[src/ecp_params.svh]
// Register offsets, field positions, reset values and timing counts of the PWM control block.
// Assumes a 32-bit Avalon-MM slave with word-aligned registers.
`ifndef ECP_PARAMS_SVH
`define ECP_PARAMS_SVH
`define ECP_OFF_MODE 4'h0
`define ECP_OFF_SHUT 4'h4
`define ECP_OFF_DBND 4'h8
`define ECP_OFF_STEER 4'hC
`define ECP_OFF_DUTY 5'h10
`define ECP_OFF_PERIOD 5'h14
`define ECP_OFF_STATUS 5'h18
`define ECP_RST_MODE 8'h00
`define ECP_RST_SHUT 8'h00
`define ECP_RST_DBND 8'h00
`define ECP_RST_STEER 8'h01
`define ECP_RST_DUTY 8'h00
`define ECP_RST_PERIOD 8'hFF
`define ECP_STEER_MASK 8'h13
`define ECP_SHUT_STATUS_BIT 7
`define ECP_TCY_CLOCKS 2'h3
`endif

[src/ecp_pkg.sv]
// Types shared by the PWM control block.
// Assumes the parameter header is included by the design file.
package ecp_pkg;
	typedef struct packed {
		logic [1:0] config_sel;
		logic [1:0] duty_low_bits;
		logic [3:0] unit_mode_select;
	} ecp_mode_t;
	typedef struct packed {
		logic shutdown_status;
		logic [2:0] shutdown_source_select;
		logic [1:0] first_pin_shutdown_state;
		logic [1:0] second_pin_shutdown_state;
	} ecp_shut_t;
	typedef struct packed {
		logic out;
		logic oe;
	} ecp_pin_t;
	typedef enum logic [1:0] {ECP_OFF, ECP_CAPTURE, ECP_COMPARE, ECP_PWM} ecp_func_t;
endpackage

[src/ecp_pwm_ctrl.sv]
// Enhanced capture/compare/PWM control with dead band, auto-shutdown and steering.
// Assumes the period timer is internal; compare match, capture pin, comparator and fault pin
// arrive as inputs; pins and comparator are asynchronous and are synchronised here.
// How it works
// [RULE_01] Mode zero switches the unit off and clears its internal state.
// [RULE_02] Capture on falling, rising, every fourth or every sixteenth rising edge.
// [RULE_03] Compare 1000 starts low going high; 1001 starts high going low; flag set.
// [RULE_04] Compare 1010 only raises the flag and frees the primary pin.
// [RULE_05] Compare 0010 toggles the primary output on each match.
// [RULE_06] Compare 1011 resets the timer, raises the flag and starts a conversion.
// [RULE_07] Upper mode bits 11 select PWM; low bits set each output polarity.
// [RULE_08] Config 00 drives first output only; 10 is a dead-banded half-bridge.
// [RULE_09] Outside PWM the first pin is capture/compare, the second a port pin.
// [RULE_10] Duty is ten bits: duty register high, control bits five and four low.
// [RULE_11] Shutdown status reads one while outputs are held in shutdown.
// [RULE_12] Source field picks comparator low, fault pin low, or either.
// [RULE_13] First pin shutdown state: tri-state, drive high or drive low.
// [RULE_14] Second pin shutdown state chosen the same way, independently.
// [RULE_15] With comparator sync enabled, comparator shutdown waits for the sync timer.
// [RULE_16] With auto-restart, status clears itself when the trigger goes away.
// [RULE_17] Without auto-restart, software clears the status to resume.
// [RULE_18] Delay count sets instruction cycles before an active transition.
// [RULE_19] Steering sync defers steering changes to the next PWM period.
// [RULE_20] Each steering bit routes the waveform to its pin or frees it.
// [RULE_21] Steering acts only in PWM mode with single output configuration.
// [RULE_22] Software keeps the reserved steering bits at zero.
// [RULE_23] Shutdown trigger is a level; status writes are ignored while it stands.
// [RULE_24] Shutdown forces the enabled pins without waiting for a clock edge; here they are forced from flops, two clocks after the trigger.
// [RULE_25] After shutdown the waveform resumes at the start of the next period.
// [RULE_26] In steering mode shutdown touches only steered pins.
//
// Decided for this implementation: the register offsets and register access over Avalon-MM.
`include "ecp_params.svh"
module ecp_pwm_ctrl (
	input wire logic clock,
	input wire logic rst,
	input wire logic [4:0] avs_address,
	input wire logic avs_read,
	input wire logic avs_write,
	input wire logic [31:0] avs_writedata,
	input wire logic [3:0] avs_byteenable,
	output logic [31:0] avs_readdata,
	output logic avs_waitrequest,
	input wire logic capture_pin,
	input wire logic fault_input_pin,
	input wire logic comparator_out,
	input wire logic comparator_sync_enable,
	input wire logic sync_timer_tick,
	input wire logic compare_match,
	input wire logic adc_enabled,
	output logic unit_interrupt_flag,
	output logic capture_strobe,
	output logic timer_reset,
	output logic adc_start,
	output logic first_pwm_output,
	output logic first_pwm_oe,
	output logic second_pwm_output,
	output logic second_pwm_oe
);
	ecp_pkg::ecp_mode_t mode_q;
	ecp_pkg::ecp_shut_t shut_q;
	logic [7:0] dbnd_q, steer_q, steer_live_q, duty_q, duty_live_q, period_q;
	logic [1:0] dlow_live_q;
	logic acc_q;
	logic [1:0] cap_s_q, flt_s_q, cmp_s_q;
	logic cap_prev_q, cmp_held_q;
	logic [3:0] cap_cnt_q;
	logic [7:0] tmr_q;
	logic [1:0] tcy_q;
	logic [9:0] frac_q;
	logic pwm_raw_q, cmp_out_q, hold_q;
	logic [8:0] dly_a_q, dly_b_q;
	logic pa_q, pb_q;
	ecp_pkg::ecp_pin_t pin_a, pin_b;
	ecp_pkg::ecp_pin_t pin_a_q, pin_b_q;
	ecp_pkg::ecp_func_t func;
	logic wr, rd, trig, period_start, cap_edge, single, steer_en;

	// ****************************************
	// Helpers
	// ****************************************
	function automatic ecp_pkg::ecp_func_t decode_mode(input logic [3:0] m);
		if (m == 4'h0) begin
			return ecp_pkg::ECP_OFF;
		end else if (m[3:2] == 2'h3) begin
			return ecp_pkg::ECP_PWM;
		end else if (m[3:2] == 2'h1) begin
			return ecp_pkg::ECP_CAPTURE;
		end else begin
			return ecp_pkg::ECP_COMPARE;
		end
	endfunction

	// Upper state bit releases the pin; the lower one is the level driven otherwise.
	function automatic ecp_pkg::ecp_pin_t shut_pin(input logic [1:0] st);
		return '{out: st[0], oe: ~st[1]};
	endfunction

	assign func = decode_mode(mode_q.unit_mode_select);
	// A write lands only at the edge at which the master sees waitrequest low.
	assign wr = avs_write && acc_q;
	assign rd = avs_read && !acc_q;
	assign single = func == ecp_pkg::ECP_PWM && mode_q.config_sel == 2'h0;
	assign steer_en = single; // RULE_21

	// ****************************************
	// Avalon slave: one wait cycle per access
	// ****************************************
	always_ff @(posedge clock or posedge rst) begin
		if (rst) begin
			acc_q <= 1'b0;
		end else begin
			acc_q <= (avs_read || avs_write) && !acc_q;
		end
	end

	always_ff @(posedge clock or posedge rst) begin
		if (rst) begin
			mode_q <= `ECP_RST_MODE;
			dbnd_q <= `ECP_RST_DBND;
			steer_q <= `ECP_RST_STEER;
			duty_q <= `ECP_RST_DUTY;
			period_q <= `ECP_RST_PERIOD;
		end else if (wr && avs_byteenable[0]) begin
			case (avs_address)
				`ECP_OFF_MODE: mode_q <= avs_writedata[7:0];
				`ECP_OFF_DBND: dbnd_q <= avs_writedata[7:0];
				`ECP_OFF_STEER: steer_q <= avs_writedata[7:0] & `ECP_STEER_MASK;
				`ECP_OFF_DUTY: duty_q <= avs_writedata[7:0];
				`ECP_OFF_PERIOD: period_q <= avs_writedata[7:0];
				default: ;
			endcase
		end
	end

	always_ff @(posedge clock or posedge rst) begin
		if (rst) begin
			avs_readdata <= 32'h0;
			avs_waitrequest <= 1'b1;
		end else begin
			avs_waitrequest <= !((avs_read || avs_write) && !acc_q);
			avs_readdata <= 32'h0;
			if (rd) begin
				case (avs_address)
					`ECP_OFF_MODE: avs_readdata <= {24'h0, mode_q};
					`ECP_OFF_SHUT: avs_readdata <= {24'h0, shut_q}; // RULE_11
					`ECP_OFF_DBND: avs_readdata <= {24'h0, dbnd_q};
					`ECP_OFF_STEER: avs_readdata <= {24'h0, steer_q};
					`ECP_OFF_DUTY: avs_readdata <= {24'h0, duty_q};
					`ECP_OFF_PERIOD: avs_readdata <= {24'h0, period_q};
					`ECP_OFF_STATUS: avs_readdata <= {28'h0, tmr_q[0], pwm_raw_q, hold_q,
						unit_interrupt_flag};
					default: avs_readdata <= 32'h0;
				endcase
			end
		end
	end

	// ****************************************
	// Input synchronisers
	// ****************************************
	always_ff @(posedge clock or posedge rst) begin
		if (rst) begin
			cap_s_q <= 2'h0;
			flt_s_q <= 2'h3;
			cmp_s_q <= 2'h3;
		end else begin
			cap_s_q <= {cap_s_q[0], capture_pin};
			flt_s_q <= {flt_s_q[0], fault_input_pin};
			cmp_s_q <= {cmp_s_q[0], comparator_out};
		end
	end

	// ****************************************
	// Capture and compare
	// ****************************************
	always_ff @(posedge clock or posedge rst) begin
		if (rst) begin
			cap_prev_q <= 1'b0;
		end else begin
			cap_prev_q <= cap_s_q[1];
		end
	end

	// RULE_02
	assign cap_edge = mode_q.unit_mode_select == 4'h4 ? (cap_prev_q && !cap_s_q[1])
		: (!cap_prev_q && cap_s_q[1]);

	always_ff @(posedge clock or posedge rst) begin
		if (rst) begin
			cap_cnt_q <= 4'h0;
			capture_strobe <= 1'b0;
		end else if (func != ecp_pkg::ECP_CAPTURE) begin
			cap_cnt_q <= 4'h0; // RULE_01
			capture_strobe <= 1'b0;
		end else begin
			capture_strobe <= 1'b0;
			if (cap_edge) begin
				cap_cnt_q <= cap_cnt_q + 4'h1;
				case (mode_q.unit_mode_select[1:0])
					2'h2: capture_strobe <= cap_cnt_q[1:0] == 2'h3; // RULE_02
					2'h3: capture_strobe <= cap_cnt_q == 4'hF; // RULE_02
					default: capture_strobe <= 1'b1;
				endcase
			end
		end
	end

	always_ff @(posedge clock or posedge rst) begin
		if (rst) begin
			cmp_out_q <= 1'b0;
			unit_interrupt_flag <= 1'b0;
			timer_reset <= 1'b0;
			adc_start <= 1'b0;
		end else begin
			timer_reset <= 1'b0;
			adc_start <= 1'b0;
			// The flag pulses once per event; the interrupt flag register lives elsewhere.
			unit_interrupt_flag <= capture_strobe;
			if (wr && avs_byteenable[0] && avs_address == `ECP_OFF_MODE) begin
				cmp_out_q <= avs_writedata[3:0] == 4'h9; // RULE_03
			end else if (func != ecp_pkg::ECP_COMPARE) begin
				cmp_out_q <= 1'b0; // RULE_01
			end else if (compare_match) begin
				case (mode_q.unit_mode_select)
					4'h2: cmp_out_q <= ~cmp_out_q; // RULE_05
					4'h8: cmp_out_q <= 1'b1; // RULE_03
					4'h9: cmp_out_q <= 1'b0; // RULE_03
					default: ;
				endcase
				unit_interrupt_flag <= mode_q.unit_mode_select[3]; // RULE_03 RULE_04
				timer_reset <= mode_q.unit_mode_select == 4'hB; // RULE_06
				adc_start <= mode_q.unit_mode_select == 4'hB && adc_enabled; // RULE_06
			end
		end
	end

	// ****************************************
	// Period timer and PWM waveform
	// ****************************************
	always_ff @(posedge clock or posedge rst) begin
		if (rst) begin
			tcy_q <= 2'h0;
			tmr_q <= 8'h0;
			frac_q <= 10'h0;
		end else if (func != ecp_pkg::ECP_PWM) begin
			tcy_q <= 2'h0;
			tmr_q <= 8'h0;
			frac_q <= 10'h0;
		end else begin
			tcy_q <= tcy_q + 2'h1;
			frac_q <= period_start ? 10'h0 : frac_q + 10'h1;
			if (tcy_q == `ECP_TCY_CLOCKS) begin
				tmr_q <= tmr_q == period_q ? 8'h0 : tmr_q + 8'h1;
			end
		end
	end

	assign period_start = tcy_q == `ECP_TCY_CLOCKS && tmr_q == period_q;

	always_ff @(posedge clock or posedge rst) begin
		if (rst) begin
			pwm_raw_q <= 1'b0;
			duty_live_q <= 8'h0;
			dlow_live_q <= 2'h0;
		end else if (func != ecp_pkg::ECP_PWM) begin
			pwm_raw_q <= 1'b0;
		end else if (period_start) begin
			duty_live_q <= duty_q; // RULE_10
			dlow_live_q <= mode_q.duty_low_bits; // RULE_10
			pwm_raw_q <= {duty_q, mode_q.duty_low_bits} != 10'h0;
		end else if (frac_q + 10'h1 >= {duty_live_q, dlow_live_q}) begin
			pwm_raw_q <= 1'b0; // RULE_10
		end
	end

	// Dead band delays only the rise of each half-bridge leg. It is counted in clocks,
	// four per instruction cycle, so both legs get the same delay whatever the phase.
	always_ff @(posedge clock or posedge rst) begin
		if (rst) begin
			dly_a_q <= 9'h0;
			dly_b_q <= 9'h0;
			pa_q <= 1'b0;
			pb_q <= 1'b0;
		end else begin
			if (!pwm_raw_q || mode_q.config_sel != 2'h2) begin
				dly_a_q <= 9'h0;
				pa_q <= pwm_raw_q;
			end else if (dly_a_q < {dbnd_q[6:0], 2'h0}) begin
				dly_a_q <= dly_a_q + 9'h1; // RULE_18
			end else begin
				pa_q <= 1'b1; // RULE_18
			end
			if (pwm_raw_q) begin
				dly_b_q <= 9'h0;
				pb_q <= 1'b0;
			end else if (dly_b_q < {dbnd_q[6:0], 2'h0}) begin
				dly_b_q <= dly_b_q + 9'h1; // RULE_18
			end else begin
				pb_q <= 1'b1; // RULE_18
			end
		end
	end

	// ****************************************
	// Auto-shutdown and steering
	// ****************************************
	always_ff @(posedge clock or posedge rst) begin
		if (rst) begin
			cmp_held_q <= 1'b0;
		end else if (!comparator_sync_enable || sync_timer_tick) begin
			cmp_held_q <= !cmp_s_q[1]; // RULE_15
		end
	end

	// RULE_12 RULE_23
	always_comb begin
		case (shut_q.shutdown_source_select)
			3'h1, 3'h3: trig = cmp_held_q;
			3'h4: trig = !flt_s_q[1];
			3'h5, 3'h7: trig = cmp_held_q || !flt_s_q[1];
			default: trig = 1'b0;
		endcase
	end

	always_ff @(posedge clock or posedge rst) begin
		if (rst) begin
			shut_q <= `ECP_RST_SHUT;
		end else begin
			if (wr && avs_byteenable[0] && avs_address == `ECP_OFF_SHUT) begin
				shut_q[6:0] <= avs_writedata[6:0];
				if (!trig) begin
					shut_q.shutdown_status <= avs_writedata[`ECP_SHUT_STATUS_BIT]; // RULE_17
				end
			end
			if (trig) begin
				shut_q.shutdown_status <= 1'b1; // RULE_23
			end else if (dbnd_q[7] && !(wr && avs_address == `ECP_OFF_SHUT)) begin
				shut_q.shutdown_status <= 1'b0; // RULE_16
			end
			if (func == ecp_pkg::ECP_OFF) begin
				shut_q.shutdown_status <= 1'b0; // RULE_01
			end
		end
	end

	// Holds the pins in their shutdown state until a period boundary after release.
	always_ff @(posedge clock or posedge rst) begin
		if (rst) begin
			hold_q <= 1'b0;
		end else if (shut_q.shutdown_status || trig) begin
			hold_q <= 1'b1;
		end else if (period_start || func != ecp_pkg::ECP_PWM) begin
			hold_q <= 1'b0; // RULE_25
		end
	end

	always_ff @(posedge clock or posedge rst) begin
		if (rst) begin
			steer_live_q <= `ECP_RST_STEER;
		end else if (!steer_q[4] || period_start) begin
			steer_live_q <= steer_q; // RULE_19
		end
	end

	// Pin composition ahead of the output flops.
	always_comb begin
		pin_a = '{out: 1'b0, oe: 1'b0};
		pin_b = '{out: 1'b0, oe: 1'b0};
		case (func)
			ecp_pkg::ECP_PWM: begin
				pin_a.out = pa_q ^ mode_q.unit_mode_select[1]; // RULE_07
				pin_b.out = pb_q ^ mode_q.unit_mode_select[0]; // RULE_07
				if (steer_en) begin
					pin_a.oe = steer_live_q[0]; // RULE_20
					pin_b.oe = steer_live_q[1]; // RULE_20
					pin_b.out = pa_q ^ mode_q.unit_mode_select[0];
				end else begin
					pin_a.oe = mode_q.config_sel == 2'h0 || mode_q.config_sel == 2'h2; // RULE_08
					pin_b.oe = mode_q.config_sel == 2'h2; // RULE_08
				end
				if (hold_q) begin
					if (pin_a.oe) begin
						pin_a = shut_pin(shut_q.first_pin_shutdown_state); // RULE_13 RULE_26
					end
					if (pin_b.oe) begin
						pin_b = shut_pin(shut_q.second_pin_shutdown_state); // RULE_14 RULE_26
					end
				end
			end
			ecp_pkg::ECP_COMPARE: begin
				pin_a.out = cmp_out_q; // RULE_09
				pin_a.oe = mode_q.unit_mode_select != 4'hA; // RULE_04
			end
			default: ;
		endcase
	end

	// Outputs leave flops; a level trigger forces the enabled pins two cycles later.
	always_ff @(posedge clock or posedge rst) begin
		if (rst) begin
			pin_a_q <= '{out: 1'b0, oe: 1'b0};
			pin_b_q <= '{out: 1'b0, oe: 1'b0};
		end else begin
			pin_a_q <= pin_a; // RULE_24
			pin_b_q <= pin_b;
		end
	end

	assign first_pwm_output = pin_a_q.out;
	assign first_pwm_oe = pin_a_q.oe;
	assign second_pwm_output = pin_b_q.out;
	assign second_pwm_oe = pin_b_q.oe;
endmodule

[config.mk]
export PLATFORM = sky130hd
export DESIGN_NAME = ecp_pwm_ctrl
export DESIGN_NICKNAME = d
export VERILOG_FILES = /design/src/ecp_pkg.sv /design/src/ecp_pwm_ctrl.sv
export VERILOG_INCLUDE_DIRS = /design/src /design/src/src
export SDC_FILE = /design/constraint.sdc
export NUM_CORES = 1
export LEC_CHECK = 0
export BUFFER_PORTS_ARGS = -buffer_cell sky130_fd_sc_hd__buf_2
export CAP_MARGIN = 10
export CORE_ASPECT_RATIO = 1.75
export CORE_UTILIZATION = 30
export CTS_CLUSTER_DIAMETER = 50
export DETAILED_ROUTE_END_ITERATION = 8
export SYNTH_ARGS = -nofsm -noshare
export SYNTH_HDL_FRONTEND = slang
export SYNTH_SLANG_ARGS = --single-unit
[constraint.sdc]
create_clock -name clock -period 5.5 [get_ports clock]
set_input_delay 1.1 -clock clock [delete_from_list [all_inputs] [get_ports clock]]
set_output_delay 1.1 -clock clock [all_outputs]
set_load 0.01 [all_outputs]
==> summary.md <==
| Metric | Value |
|---|---|
| Cell taking the most area after synthesis | `dfrtp_1` |
| Worst EP required | `5.80 ns` |
| Pwr per Cell Area | `321 nW/um^2` |
| PortBufs | `41` |
| Hold Path Class | `register to register` |
| Latest clock arrival within the worst-skew pair | `0.42 ns` |
| Clk pin slew, worst setup/hold paths | `0.06 ns` |
| Number of fill cells in the layout | `2,147` |
| Initial antenna violation count | `1` |
| CTS Sinks | `128` |
| Drt total wl | `15.5 mm` |
| DRC errors left | `0` |
| Core area | `21,600 sq um` |
| Mapped Cells | `607` |
| Crit Path Max Fanout | `12` |
| Total die area | `22,700 sq um` |
| Grt total ovfl | `0` |
| WP buf/inv | `1` |
| Worst setup endpoint | `unit_interrupt_flag$_DFF_PP0_` |
| CP Launch Type | `input port` |
| Leak | `3.52 nW` |
| Synthesis-stage register bit count | `128` |
| Crit. path cell count | `6` |
| Yosys warnings | `0` |
| Inserted Clock Buffers | `17` |
| CTS resizes | `0` |
| Clock root buffer | `clkbuf_16` |
| Final count of negative-setup-slack endpoints | `0` |
| Crit-path leading delay family | `simple AND/OR/NAND/NOR gates` |
| Clock Skews | `0.00624 ns` |
| Final hold vios | `0` |
| Worst slew pin tran | `0.963 ns` |
| CP arrival | `3.08 ns` |
| Max incr delay on CP | `0.58 ns` |
| Share of layout cells above drive strength 1 | `0.234` |
| Largest net degree at the start of global routing | `54` |
| Sw Ratio | `0.271` |
| Diode count | `0` |
| FP Rows | `71` |
| Starting Density | `0.307` |
| Rel. slew slack | `0.355` |
| R2r endpoint | `duty_live_q[2]$_DFFE_PP0P_` |
| Share of the synthesized area in the top cell type | `0.427` |
| R2R cell count | `5` |
| Multi-input logic area | `3110 sq um` |
| First-pass GRT wire length | `25.2 mm` |
| Logic gate share of total power | `0.093` |
| R2R setup slack | `2.95 ns` |
| Drt initial violations | `236` |
| Top_reg_cell synth | `dfrtp_1` |
| Crit path launch | `avs_address[4]` |
| Top post-synthesis cells by area | `dfrtp_1 (43%), mux2_2 (7.0%), dfstp_2 (5.9%), ha_1 (5.3%), buf_4 (2.8%)` |
| Max Buffers Root-to-Sink | `2` |
| Achievable frequency | `359 MHz` |
| Vias in the first global route | `4,874` |
| Fin. max-slew vios | `0` |
| RSZ-0062 raised after global routing | `false` |
| Post-Route Setup TNS | `0 ns` |
| Number of distinct library cells after synthesis | `66` |
| IO Pins | `93` |
| Post-DP HPWL | `11.6 mm` |
| Die width | `114 um` |
| Total track usage | `0.148` |
| Most frequent cells in the layout | `dfrtp_1 (113), nor2_1 (43), mux2_2 (41), buf_2 (41), nand2_1 (40)` |
| Flop pwr share | `0.441` |
| FF+latch area | `3220 sq um` |
| CTS H-Tree Depth | `4` |
| Crit-path cells | `buf_2 > or3_1 > nor3_4 > nand2_2 > nand3_1 > mux2_2` |
| Most common cell after layout, fill and taps aside | `dfrtp_1` |
| Nets | `730` |
| Reg-to-reg startpoint | `period_q[2]$_DFFE_PP1P_` |
| Slowest cell on crit path | `or3_1` |
| Hold buffers post-CTS | `0` |
| Post-route ant nets | `0` |
| Critical path class | `input port to register` |
| Synthesized area per cell | `10.9 sq um` |
| Die H | `199 um` |
| Seq/Total Area, Yosys | `0.486` |
| Tcrit/Tclk final | `0.506` |
| Internal | `1.78 mW` |
| Wire length per cell | `16.2 um` |
| Post-CTS setup buffer count | `0` |
| Status | `complete, no violations` |
| Post-synth EDFFs | `0` |
| Critical path capture point type | `register` |
| Psw | `0.664 mW` |
| Fin util | `0.353` |
| Drt via density | `4.89` |
| Vias | `4,668` |
| Final Wtd Congestion | `0.868` |
| Clock power frac | `0.466` |
| CTS tree | `built` |
| Post-synthesis async set-or-reset flop share | `1.00` |
| Mapped Area | `6630 sq um` |
| Drt pass-1 iters | `5` |
| Max Cap Violations | `0` |
| Min Tclk post-route | `2.78 ns` |
| Area growth, synth to finish | `15.0%` |
| Peak VDD IR | `0.171 mV` |
## layout make-up
type                    count  share of cell area
flip-flops and latches    128               0.423
multi-input cells         434               0.409
clock buffers              17              0.0558
well taps                 292              0.0480
repair buffers             43              0.0289
clock inverters            15              0.0227
inverters                  26              0.0131
## cell families (layout without fill, tap and decap cells)
logic type	count (synthesis)	after routing	share of synthesized area
xor gates and xnor gates	30	30	0.0397
AOI/OAI and AO/OA	102	102	0.101
adders and majority gates	28	28	0.0529
and+or+nand+nor	188	188	0.154
other	1	24	0.000566
muxes	62	62	0.109
buffers and inverters	68	101	0.0570
DFF	128	128	0.486
## worst min-delay path by stage
| stage | slack, ns | end | from | cells past startpoint |
|---|---|---|---|---|
| after floorplan | 0.33 | cap_s_q[1]$_DFF_PP0_ | cap_s_q[0]$_DFF_PP0_ | 0 |
| after global placement | 0.33 | cap_s_q[1]$_DFF_PP0_ | cap_s_q[0]$_DFF_PP0_ | 0 |
| after detailed placement | 0.33 | cap_s_q[1]$_DFF_PP0_ | cap_s_q[0]$_DFF_PP0_ | 0 |
| after CTS | 0.35 | cap_s_q[1]$_DFF_PP0_ | cap_s_q[0]$_DFF_PP0_ | 0 |
| after global routing | 0.36 | flt_s_q[1]$_DFF_PP1_ | flt_s_q[0]$_DFF_PP1_ | 0 |
| final | 0.35 | cap_s_q[1]$_DFF_PP0_ | cap_s_q[0]$_DFF_PP0_ | 0 |
## routing by layer
layer	global-route usage	share of wire
met1	0.145	0.36
met2	0.280	0.56
met3	0.0283	0.020
met4	0.0914	0.051
met5	0	0.00084
## worst reg2reg max path: cells and delay by family (launching register included)
kind	cells	cell delay, ns
flip-flops	1	0.58
AND/OR/NAND/NOR	3	1.36
XOR/XNOR	1	0.09
multiplexers	1	0.42
## synth_stat cells, drive strengths merged, types with 7 or more instances
library cell	count
dfrtp	113
mux2	49
nor2	44
nand2	41
buf	33
a21oi	30
ha	28
inv	26
o21ai	26
nand3	23
xor2	18
dfstp	15
nor2b	15
mux2i	12
xnor2	12
clkbuf	9
or3	9
a22oi	8
and3	8
nor3	8
o211ai	7
## registers in the layout, summed over array words and instances, names as in the netlist, 2 cells and up
| signal | count |
|---|---|
| dly_b_q | 9 |
| tmr_q | 8 |
| cap_s_q | 2 |
| shut_q | 8 |
| duty_live_q | 8 |
| cap_cnt_q | 4 |
| dbnd_q | 8 |
| tcy_q | 2 |
| flt_s_q | 2 |
| avs_readdata | 8 |
| mode_q | 8 |
| steer_q | 3 |
| period_q | 8 |
| cmp_s_q | 2 |
| dly_a_q | 9 |
| dlow_live_q | 2 |
| steer_live_q | 2 |
| frac_q | 10 |
| duty_q | 8 |
## through the flow
| stage | worst slack [ns] | power (mW) | hold slack (ns) | cells | cell area [sq um] |
|---|---|---|---|---|---|
| finish | 2.72 | 2.44 | 0.347 | 955 | 7620 |
| global route | 2.63 | 2.54 | 0.361 | 955 | 7620 |
| CTS | 2.74 | 2.47 | 0.349 | 955 | 7620 |
| detailed placement | 2.30 | 1.32 | 0.335 | 923 | 7020 |
| global placement | 2.32 | 1.32 | 0.332 | 923 | 7020 |
| floorplan | 1.01 | 1.25 | 0.331 | 630 | 6710 |
## power groups by stage
stage               Clock, mW  Combinational, mW  Sequential, mW
floorplan                   0              0.187            1.06
global placement            0              0.224            1.09
detailed placement          0              0.229            1.09
CTS                      1.17              0.231            1.08
global route             1.20              0.259            1.09
finish                   1.14              0.228            1.08
(Power assumes the default switching activity.)
